==> config.mk <==
export PLATFORM = sky130hd
export DESIGN_NAME = ticc_capture_cond
export DESIGN_NICKNAME = d
export VERILOG_FILES = /design/src/rtl/ticc_capture_cond.v
export VERILOG_INCLUDE_DIRS = /design/src /design/src/common
export SDC_FILE = /design/constraint.sdc
export NUM_CORES = 1
export LEC_CHECK = 0
export BUFFER_PORTS_ARGS = -buffer_cell sky130_fd_sc_hd__buf_2
export CELL_PAD_IN_SITES_DETAIL_PLACEMENT = 1
export CELL_PAD_IN_SITES_GLOBAL_PLACEMENT = 2
export CORE_UTILIZATION = 39
export DETAILED_ROUTE_END_ITERATION = 10
export PLACE_DENSITY = 0.82
export SYNTH_ARGS = -nofsm -noshare
export SYNTH_HDL_FRONTEND = slang
export SYNTH_SLANG_ARGS = --single-unit
==> constraint.sdc <==
create_clock -name clk -period 7.1 [get_ports clk]
set_input_delay 0.355 -clock clk [delete_from_list [all_inputs] [get_ports clk]]
set_output_delay 0.355 -clock clk [all_outputs]
set_load 0.02 [all_outputs]
==> src/common/ticc_consts.vh <==
// Purpose: Register map, field positions and codes for the timer input
//          capture conditioning block.
// Assumes: Registers are reached over the plain address/strobe port.
// Notes:   Register offsets, field positions and codes live here as macros; the filter tables stay in the logic.
//
// Summary of operation
// - Channel two direction selects output, own, neighbour, trigger.
// - Channel one direction selects output, own, neighbour, trigger.
// - Trigger source works only with internal trigger.
// - Filter passes edge after N sampling events.
// - Code zero disables filter, samples at dead-time rate.
// - Codes one to three: internal clock, N 2/4/8.
// - Codes four to seven: dead-time /2 and /4.
// - Codes eight to twelve: dead-time /8 and /16.
// - Codes thirteen to fifteen: dead-time /32, N 5/6/8.
// - Prescaler captures every 1, 2, 4, 8 edges.
// - Prescaler counter clears while capture enable clear.
// - Field positions of filter, prescaler and direction bits.
// - Filter bits act in every direction; prescaler bits only for inputs.
`ifndef TICC_CONSTS_VH
`define TICC_CONSTS_VH

`define TICC_ADDR_W        8
`define TICC_DATA_W        32

`define TICC_OFF_MODE      8'h00
`define TICC_OFF_CTRL      8'h04
`define TICC_OFF_STATUS    8'h08
`define TICC_OFF_MASK      8'h0c
`define TICC_OFF_STATE     8'h10

`define TICC_MODE_RESET    16'h0000
`define TICC_DIR_LSB_ONE   0
`define TICC_PSC_LSB_ONE   2
`define TICC_FLT_LSB_ONE   4
`define TICC_DIR_LSB_TWO   8
`define TICC_PSC_LSB_TWO   10
`define TICC_FLT_LSB_TWO   12

`define TICC_CTRL_EN_LSB   0
`define TICC_CTRL_TSEL_LSB 4
`define TICC_CTRL_DTS_LSB  8
`define TICC_TSEL_EXT_MIN  3'h4

`define TICC_DIR_OUTPUT    2'h0
`define TICC_DIR_OWN       2'h1
`define TICC_DIR_CROSS     2'h2
`define TICC_DIR_TRIGGER   2'h3

`endif

==> src/rtl/ticc_capture_cond.v <==
// Purpose: Input conditioning for two timer capture channels: source
//          selection, digital sampling filter and active-edge prescaler.
// Assumes: All inputs are synchronous to clk; the active edge is rising.
// Notes:   Capture pulses and a masked interrupt leave the block; the
//          capture registers themselves live elsewhere.
`timescale 1ns/100ps
`include "ticc_consts.vh"

module ticc_capture_cond (
	// Clock and reset
	input  wire                      clk,
	input  wire                      reset_n,
	// Register port
	input  wire [`TICC_ADDR_W-1:0]   regAddr,
	input  wire [`TICC_DATA_W-1:0]   regWrData,
	input  wire                      regWr,
	input  wire                      regRd,
	output wire [`TICC_DATA_W-1:0]   regRdData,
	// Channel pins and trigger
	input  wire                      pinOne,
	input  wire                      pinTwo,
	input  wire                      slaveTriggerInput,
	// Capture events
	output wire                      chOneCapture,
	output wire                      chTwoCapture,
	output wire                      irq
);

	reg  [1:0]               rstSync;
	wire                     rstN;
	reg  [15:0]              channelModeOneCaptureLayout;
	reg  [1:0]               captureEnable;
	reg  [2:0]               triggerSourceSelect;
	reg  [1:0]               deadTimeDivSel;
	reg  [1:0]               status;
	reg  [1:0]               mask;
	reg  [`TICC_DATA_W-1:0]  rdData;
	reg                      irqReg;
	reg  [2:0]               dtsCnt;
	reg                      dtsTick;
	wire [1:0]               pinIn;
	wire [1:0]               filtered;
	wire [1:0]               selected;
	wire [1:0]               capture;
	wire [5:0]               edgeCounts;
	wire [1:0]               next_status;
	wire                     trigUsable;
	wire [3:0]               filterCode [0:1];
	wire [1:0]               prescalerCode [0:1];
	wire [1:0]               directionCode [0:1];

	assign pinIn = {pinTwo, pinOne};

	// Reset is released through two flops so the release is clean.
	always @(posedge clk or negedge reset_n) begin
		if (!reset_n) begin
			rstSync <= 2'h0;
		end else begin
			rstSync <= {rstSync[0], 1'b1};
		end
	end
	assign rstN = rstSync[1];

	assign filterCode[0]    = channelModeOneCaptureLayout[`TICC_FLT_LSB_ONE +: 4];
	assign filterCode[1]    = channelModeOneCaptureLayout[`TICC_FLT_LSB_TWO +: 4];
	assign prescalerCode[0] = channelModeOneCaptureLayout[`TICC_PSC_LSB_ONE +: 2];
	assign prescalerCode[1] = channelModeOneCaptureLayout[`TICC_PSC_LSB_TWO +: 2];
	assign directionCode[0] = channelModeOneCaptureLayout[`TICC_DIR_LSB_ONE +: 2];
	assign directionCode[1] = channelModeOneCaptureLayout[`TICC_DIR_LSB_TWO +: 2];

	// The slave trigger is only meaningful with an internal trigger input.
	assign trigUsable = (triggerSourceSelect < `TICC_TSEL_EXT_MIN);

	// Number of matching samples needed for each filter code.
	function [3:0] filtN;
		input [3:0] code;
		begin
			case (code)
				4'h0: filtN = 4'h1;
				4'h1: filtN = 4'h2;
				4'h2: filtN = 4'h4;
				4'h3: filtN = 4'h8;
				4'h4: filtN = 4'h6;
				4'h5: filtN = 4'h8;
				4'h6: filtN = 4'h6;
				4'h7: filtN = 4'h8;
				4'h8: filtN = 4'h6;
				4'h9: filtN = 4'h8;
				4'ha: filtN = 4'h5;
				4'hb: filtN = 4'h6;
				4'hc: filtN = 4'h8;
				4'hd: filtN = 4'h5;
				4'he: filtN = 4'h6;
				default: filtN = 4'h8;
			endcase
		end
	endfunction

	// Divider applied to the dead-time tick; zero means internal clock rate.
	function [5:0] filtDiv;
		input [3:0] code;
		begin
			case (code)
				4'h0: filtDiv = 6'h01;
				4'h1, 4'h2, 4'h3: filtDiv = 6'h00;
				4'h4, 4'h5: filtDiv = 6'h02;
				4'h6, 4'h7: filtDiv = 6'h04;
				4'h8, 4'h9: filtDiv = 6'h08;
				4'ha, 4'hb, 4'hc: filtDiv = 6'h10;
				default: filtDiv = 6'h20;
			endcase
		end
	endfunction

	// Dead-time sample tick: clk divided by 1, 2 or 4 as programmed.
	always @(posedge clk or negedge rstN) begin
		if (!rstN) begin
			dtsCnt  <= 3'h0;
			dtsTick <= 1'b0;
		end else begin
			case (deadTimeDivSel)
				2'h1: begin
					dtsTick <= (dtsCnt[0] == 1'b1);
					dtsCnt  <= {2'h0, ~dtsCnt[0]};
				end
				2'h2, 2'h3: begin
					dtsTick <= (dtsCnt[1:0] == 2'h3);
					dtsCnt  <= {1'b0, dtsCnt[1:0] + 2'h1};
				end
				default: begin
					dtsTick <= 1'b1;
					dtsCnt  <= 3'h0;
				end
			endcase
		end
	end

	genvar ch;
	generate
		for (ch = 0; ch < 2; ch = ch + 1) begin : chan
			reg  [5:0] divCnt;
			reg  [3:0] matchCnt;
			reg        level;
			reg        prevSel;
			reg  [2:0] edgeCnt;
			reg        capPulse;
			reg        selIn;
			wire [5:0] divide;
			wire [3:0] needN;
			wire       sampleEvent;
			wire       active;
			wire [2:0] edgeLimit;

			assign divide = filtDiv(filterCode[ch]);
			assign needN  = filtN(filterCode[ch]);
			// Internal-clock codes sample every clk; others on divided ticks.
			assign sampleEvent = (divide == 6'h00) ? 1'b1 :
				(dtsTick && (divCnt == divide - 6'h01));

			always @(posedge clk or negedge rstN) begin
				if (!rstN) begin
					divCnt <= 6'h00;
				end else if (divide == 6'h00) begin
					divCnt <= 6'h00;
				end else if (dtsTick) begin
					divCnt <= (divCnt >= divide - 6'h01) ? 6'h00 : divCnt + 6'h01;
				end
			end

			// A sample differing from the held level is a candidate; any
			// agreeing sample throws the count away.
			always @(posedge clk or negedge rstN) begin
				if (!rstN) begin
					matchCnt <= 4'h0;
					level    <= 1'b0;
				end else if (sampleEvent) begin
					if (pinIn[ch] == level) begin
						matchCnt <= 4'h0;
					end else if (matchCnt + 4'h1 >= needN) begin
						level    <= pinIn[ch];
						matchCnt <= 4'h0;
					end else begin
						matchCnt <= matchCnt + 4'h1;
					end
				end
			end
			assign filtered[ch] = level;

			// Source mux for this channel.
			always @* begin
				case (directionCode[ch])
					`TICC_DIR_OWN:     selIn = filtered[ch];
					`TICC_DIR_CROSS:   selIn = filtered[1-ch];
					`TICC_DIR_TRIGGER: selIn = trigUsable & slaveTriggerInput;
					default:           selIn = 1'b0;
				endcase
			end
			assign selected[ch] = selIn;

			// Prescaler bits only count for an enabled input; the filter runs in every direction.
			assign active = captureEnable[ch] &&
				(directionCode[ch] != `TICC_DIR_OUTPUT);
			assign edgeLimit = (prescalerCode[ch] == 2'h0) ? 3'h0 :
				(prescalerCode[ch] == 2'h1) ? 3'h1 :
				(prescalerCode[ch] == 2'h2) ? 3'h3 : 3'h7;

			// Direction is assumed stable while enabled, so the edge
			// detector never sees a mux switch as an edge.
			always @(posedge clk or negedge rstN) begin
				if (!rstN) begin
					prevSel  <= 1'b0;
					edgeCnt  <= 3'h0;
					capPulse <= 1'b0;
				end else begin
					prevSel  <= selIn;
					capPulse <= 1'b0;
					if (!active) begin
						edgeCnt <= 3'h0;
					end else if (selIn && !prevSel) begin
						if (edgeCnt >= edgeLimit) begin
							edgeCnt  <= 3'h0;
							capPulse <= 1'b1;
						end else begin
							edgeCnt <= edgeCnt + 3'h1;
						end
					end
				end
			end
			assign capture[ch]          = capPulse;
			assign edgeCounts[3*ch +: 3] = edgeCnt;
		end
	endgenerate

	// Set wins over a write-one clear in the same cycle.
	assign next_status = capture |
		(status & ~((regWr && regAddr == `TICC_OFF_STATUS) ? regWrData[1:0] : 2'h0));

	always @(posedge clk or negedge rstN) begin
		if (!rstN) begin
			channelModeOneCaptureLayout <= `TICC_MODE_RESET;
			captureEnable       <= 2'h0;
			triggerSourceSelect <= 3'h0;
			deadTimeDivSel      <= 2'h0;
			mask                <= 2'h0;
			status              <= 2'h0;
			irqReg              <= 1'b0;
		end else begin
			status <= next_status;
			irqReg <= |(next_status & mask);
			if (regWr) begin
				case (regAddr)
					`TICC_OFF_MODE: begin
						channelModeOneCaptureLayout <= regWrData[15:0];
					end
					`TICC_OFF_CTRL: begin
						captureEnable       <= regWrData[`TICC_CTRL_EN_LSB +: 2];
						triggerSourceSelect <= regWrData[`TICC_CTRL_TSEL_LSB +: 3];
						deadTimeDivSel      <= regWrData[`TICC_CTRL_DTS_LSB +: 2];
					end
					`TICC_OFF_MASK: begin
						mask <= regWrData[1:0];
					end
					default: begin
						mask <= mask;
					end
				endcase
			end
			if (regWr && regAddr == `TICC_OFF_MASK) begin
				irqReg <= |(next_status & regWrData[1:0]);
			end
		end
	end

	// Read data is valid the cycle after the strobe only; zero otherwise.
	always @(posedge clk or negedge rstN) begin
		if (!rstN) begin
			rdData <= 32'h0000_0000;
		end else if (regRd) begin
			case (regAddr)
				`TICC_OFF_MODE:   rdData <= {16'h0000, channelModeOneCaptureLayout};
				`TICC_OFF_CTRL:   rdData <= {22'h000000, deadTimeDivSel, 1'b0,
					triggerSourceSelect, 2'h0, captureEnable};
				`TICC_OFF_STATUS: rdData <= {30'h00000000, status};
				`TICC_OFF_MASK:   rdData <= {30'h00000000, mask};
				`TICC_OFF_STATE:  rdData <= {22'h000000, edgeCounts, selected, filtered};
				default:          rdData <= 32'h0000_0000;
			endcase
		end else begin
			rdData <= 32'h0000_0000;
		end
	end

	assign regRdData    = rdData;
	assign chOneCapture = capture[0];
	assign chTwoCapture = capture[1];
	assign irq          = irqReg;

endmodule

==> metrics <==
outcome complete, no violations; #FFs+latches synth 81; per-instance average area after synthesis 10.1 µm²; number of synthesized flops with an enable pin 0; Hold WC Path Type input pin to flip-flop; cells after synthesis a little over 500; worst setup slack for register-to-register paths around 3.3 ns; r2r worst-path depth 14; proportion of layout cells with a drive suffix above 1 21.6%; power density over cell area between 200 and 300 nW/µm²; Post-DP HPWL approximately 8.4 mm; total clock sinks 81; Starting Density between 40 and 50%; FFs w/ async S/R, synth 100%; total of endpoints with negative setup slack in the final report 0; total wire length 11.9 mm; end of the worst register-to-register path chan[1].matchCnt[2]; yosys synthesis warning count 0; overall die area 13500 µm²; max-slew violation count 0; RSZ-0062 raised after global routing false; TNS Setup 0 ns; Routed WL per cell between 15 and 20 µm; critical path capture point type flip-flop; Leakage Power around 0.0027 µW; Antenna Violating Nets Remaining 0; number of placement rows 41; buffer levels on the longest clock path 2; element type at the critical path start flip-flop; post-route clock skew roughly 0.0066 ns; CTS tree done; I/O pin count around 80; combined global-route utilization of all metal layers just under 20%; number of optimization iterations in the first detailed-route pass 4; number of buffers inserted by port buffering approximately 50; Antenna Cells 0; clock share of power between 30% and 40%; biggest fanout along the worst timing path 7; utilization of the core after routing 45.8%; via/cell ratio between 5 and 6; hold-critical path endpoint channelModeOneCaptureLayout[15]; clock buffers created by TritonCTS 9; sequential cell fraction of total power between 30% and 40%; combinational fraction of design power 22.4%; achievable clock frequency 0.266 GHz; critical path start-end classification flip-flop to flip-flop; ys flop type sky130_fd_sc_hd__dfrtp_1; initial antenna violation count 0; first-pass GRT wire length roughly 20 mm; post-route DRC violation count 0; Crit path required time 7.34 ns; violation count after the first detailed-routing iteration 151; min Tclk post-route between 3 and 4 ns; last weighted congestion value of the routability-driven placer between 0.7 and 0.8; number of hold violations in the final report 0; Hold Path Depth 2; master cell of the clock root buffer sky130_fd_sc_hd__clkbuf_16; Post-Route Hold Slack about 0.24 ns; DIE HEIGHT about 120 µm; maximum resistive drop on vdd 0.196 mV; count of vias placed by the detailed router 3837; reported net switching power around 430 µW; worst hold path startpoint regWrData[15]; netlist area before placement approximately 5000 µm²; CTS H-tree depth 3; post-synthesis sequential area ratio 40.0%; count of buffers added by post-CTS timing repair for setup 0; internal power of the cells 1020 µW; Nets between 600 and 700; period utilization between 50% and 60%; headroom to the max-slew limit between 20% and 30%; clock-pin slew reported for the worst setup and hold paths after clock tree synthesis about 0.060 ns; number of max-cap violations 0; total congestion overflow after global routing 0; CTS-repair resized insts 0; Synth-to-Final Area Change 14.0%; actual transition at the worst max-transition pin around 1.1 ns; hold-fix buffers at CTS 1; die width 116 µm; count of unique library cells instantiated by Yosys between 60 and 70; critical path data arrival time about 4.0 ns; Core Area around 13000 µm²; R2R Path Start channelModeOneCaptureLayout[13]; switching part of the total ~30%; worst-skew pair later-pin latency between 0.3 and 0.4 ns; number of global-route vias before repair slightly above 4000; largest net degree at the start of global routing 80
==> worst max-delay path: stages (launching register included) <==
cell                      delay [ns]
sky130_fd_sc_hd__dfrtp_1        0.46
sky130_fd_sc_hd__inv_1          0.20
sky130_fd_sc_hd__ha_1           0.32
sky130_fd_sc_hd__nand2_1        0.15
sky130_fd_sc_hd__ha_1           0.28
sky130_fd_sc_hd__xor2_1         0.15
sky130_fd_sc_hd__nand2_1        0.07
sky130_fd_sc_hd__o31ai_1        0.08
sky130_fd_sc_hd__a21oi_1        0.18
sky130_fd_sc_hd__ha_1           0.26
sky130_fd_sc_hd__and3_1         0.20
sky130_fd_sc_hd__and3_1         0.21
sky130_fd_sc_hd__a31oi_1        0.61
sky130_fd_sc_hd__nor2_1         0.19
sky130_fd_sc_hd__a22o_1         0.28
==> placed cells by master, fill, tap and decap left out, types with 4 or more instances in the layout <==
master,Yosys,final
sky130_fd_sc_hd__nor4_1,4,4
sky130_fd_sc_hd__o21ai_0,30,30
sky130_fd_sc_hd__ha_1,45,45
sky130_fd_sc_hd__and3_1,8,8
sky130_fd_sc_hd__conb_1,2,17
sky130_fd_sc_hd__nor2b_1,8,8
sky130_fd_sc_hd__o22ai_1,7,7
sky130_fd_sc_hd__a31oi_1,7,7
sky130_fd_sc_hd__nand3_1,17,17
sky130_fd_sc_hd__clkbuf_16,0,9
sky130_fd_sc_hd__nor3_1,8,8
sky130_fd_sc_hd__or2_2,7,7
sky130_fd_sc_hd__a21o_1,6,6
sky130_fd_sc_hd__nand2b_1,10,10
sky130_fd_sc_hd__a2bb2oi_1,5,5
sky130_fd_sc_hd__mux2i_1,7,7
sky130_fd_sc_hd__nor2_1,39,39
sky130_fd_sc_hd__dfrtp_1,81,80
sky130_fd_sc_hd__a22o_1,4,4
sky130_fd_sc_hd__a21oi_1,22,22
sky130_fd_sc_hd__inv_1,27,27
sky130_fd_sc_hd__nand3b_1,4,4
sky130_fd_sc_hd__buf_2,1,49
sky130_fd_sc_hd__a211oi_1,5,5
sky130_fd_sc_hd__xor2_1,6,6
sky130_fd_sc_hd__nand2_1,31,31
sky130_fd_sc_hd__o21a_1,5,5
sky130_fd_sc_hd__mux2_2,28,28
==> how the worst max path moves through the flow <==
| stage | start | to | cells past startpoint |
|---|---|---|---|
| floorplan | channelModeOneCaptureLayout[14] | chan[1].divCnt[0] | 15 |
| global placement | channelModeOneCaptureLayout[13] | chan[1].divCnt[0] | 14 |
| detailed placement | channelModeOneCaptureLayout[13] | chan[1].matchCnt[2] | 14 |
| CTS | channelModeOneCaptureLayout[13] | chan[1].divCnt[0] | 14 |
| global route | channelModeOneCaptureLayout[13] | chan[1].divCnt[0] | 14 |
| finish | channelModeOneCaptureLayout[13] | chan[1].matchCnt[2] | 14 |
==> cell usage after synthesis (5+ instances only) <==
| master | instances | area (µm²) |
|---|---|---|
| sky130_fd_sc_hd__ha_1 | 45 | 563 |
| sky130_fd_sc_hd__nor2_1 | 39 | 146 |
| sky130_fd_sc_hd__buf_4 | 17 | 128 |
| sky130_fd_sc_hd__inv_1 | 27 | 101 |
| sky130_fd_sc_hd__nand2b_1 | 10 | 62.6 |
| sky130_fd_sc_hd__nor2b_1 | 8 | 50.1 |
| sky130_fd_sc_hd__or2_2 | 7 | 43.8 |
| sky130_fd_sc_hd__mux2_2 | 28 | 315 |
| sky130_fd_sc_hd__o21ai_0 | 30 | 150 |
| sky130_fd_sc_hd__a21o_1 | 6 | 45.0 |
| sky130_fd_sc_hd__a211oi_1 | 5 | 37.5 |
| sky130_fd_sc_hd__clkbuf_1 | 9 | 33.8 |
| sky130_fd_sc_hd__o22ai_1 | 7 | 43.8 |
| sky130_fd_sc_hd__dfrtp_1 | 81 | 2030 |
| sky130_fd_sc_hd__and3_1 | 8 | 50.1 |
| sky130_fd_sc_hd__nor3_1 | 8 | 40.0 |
| sky130_fd_sc_hd__o21a_1 | 5 | 37.5 |
| sky130_fd_sc_hd__a31oi_1 | 7 | 43.8 |
| sky130_fd_sc_hd__xor2_1 | 6 | 52.6 |
| sky130_fd_sc_hd__nand2_1 | 31 | 116 |
| sky130_fd_sc_hd__a2bb2oi_1 | 5 | 43.8 |
| sky130_fd_sc_hd__nand3_1 | 17 | 85.1 |
| sky130_fd_sc_hd__a21oi_1 | 22 | 110 |
| sky130_fd_sc_hd__mux2i_1 | 7 | 70.1 |
==> final cells by class <==
| cell class | instances | area (µm²) |
|---|---|---|
| clock buffers | 12 | 267 |
| clock inverters | 4 | 97.6 |
| fillers | 1455 | 6840 |
| inverters | 27 | 101 |
| multi-input cells | 381 | 2810 |
| flip-flops and latches | 81 | 2030 |
| well taps | 172 | 215 |
| repair buffers | 50 | 255 |
==> layer usage <==
metal / global-route usage [%] / wire (µm) / vias up
li1: - / - / 1864
met1: 23.5 / 5340 / 1903
met2: 34.8 / 6030 / 59
met3: 4.71 / 377 / 11
met4: 4.62 / 116 / 0
met5: 0 / 0 / -
==> state kept, by name, indices dropped and copies added, names as in the netlist, 3 cells and up <==
signal,cells
channelModeOneCaptureLayout,16
regRdData,16
chan.divCnt,12
chan.matchCnt,8
chan.edgeCnt,6
triggerSourceSelect,3
==> through the flow <==
step / std cells / power [µW] / setup slack [ns] / instance area (µm²)
2_1_floorplan: 519 / 805 / 3.96 / 5120
3_3_place_gp: 710 / 874 / 3.39 / 5400
3_5_place_dp: 710 / 897 / 3.35 / 5400
4_1_cts: 727 / 1470 / 3.33 / 5780
5_1_grt: 727 / 1530 / 2.95 / 5780
6_report: 727 / 1450 / 3.34 / 5780
==> cell families after synthesis <==
group / Yosys count / share of synthesized area [%]
and+or+nand+nor: 161 / 17.9
AOI/OAI and AO/OA: 109 / 14.3
DFF: 81 / 40.0
buffers and inverters: 57 / 5.68
adders and majority gates: 45 / 11.1
muxes: 39 / 9.01
xor gates and xnor gates: 10 / 1.88
other: 2 / 0.148
==> power groups by stage <==
| stage | logic, µW | registers [µW] | clock network (µW) |
|---|---|---|---|
| 2_1_floorplan | 264 | 541 | 0 |
| 3_3_place_gp | 309 | 565 | 0 |
| 3_5_place_dp | 329 | 568 | 0 |
| 4_1_cts | 331 | 559 | 583 |
| 5_1_grt | 371 | 567 | 596 |
| 6_report | 325 | 558 | 566 |
(Power assumes the default switching activity.)
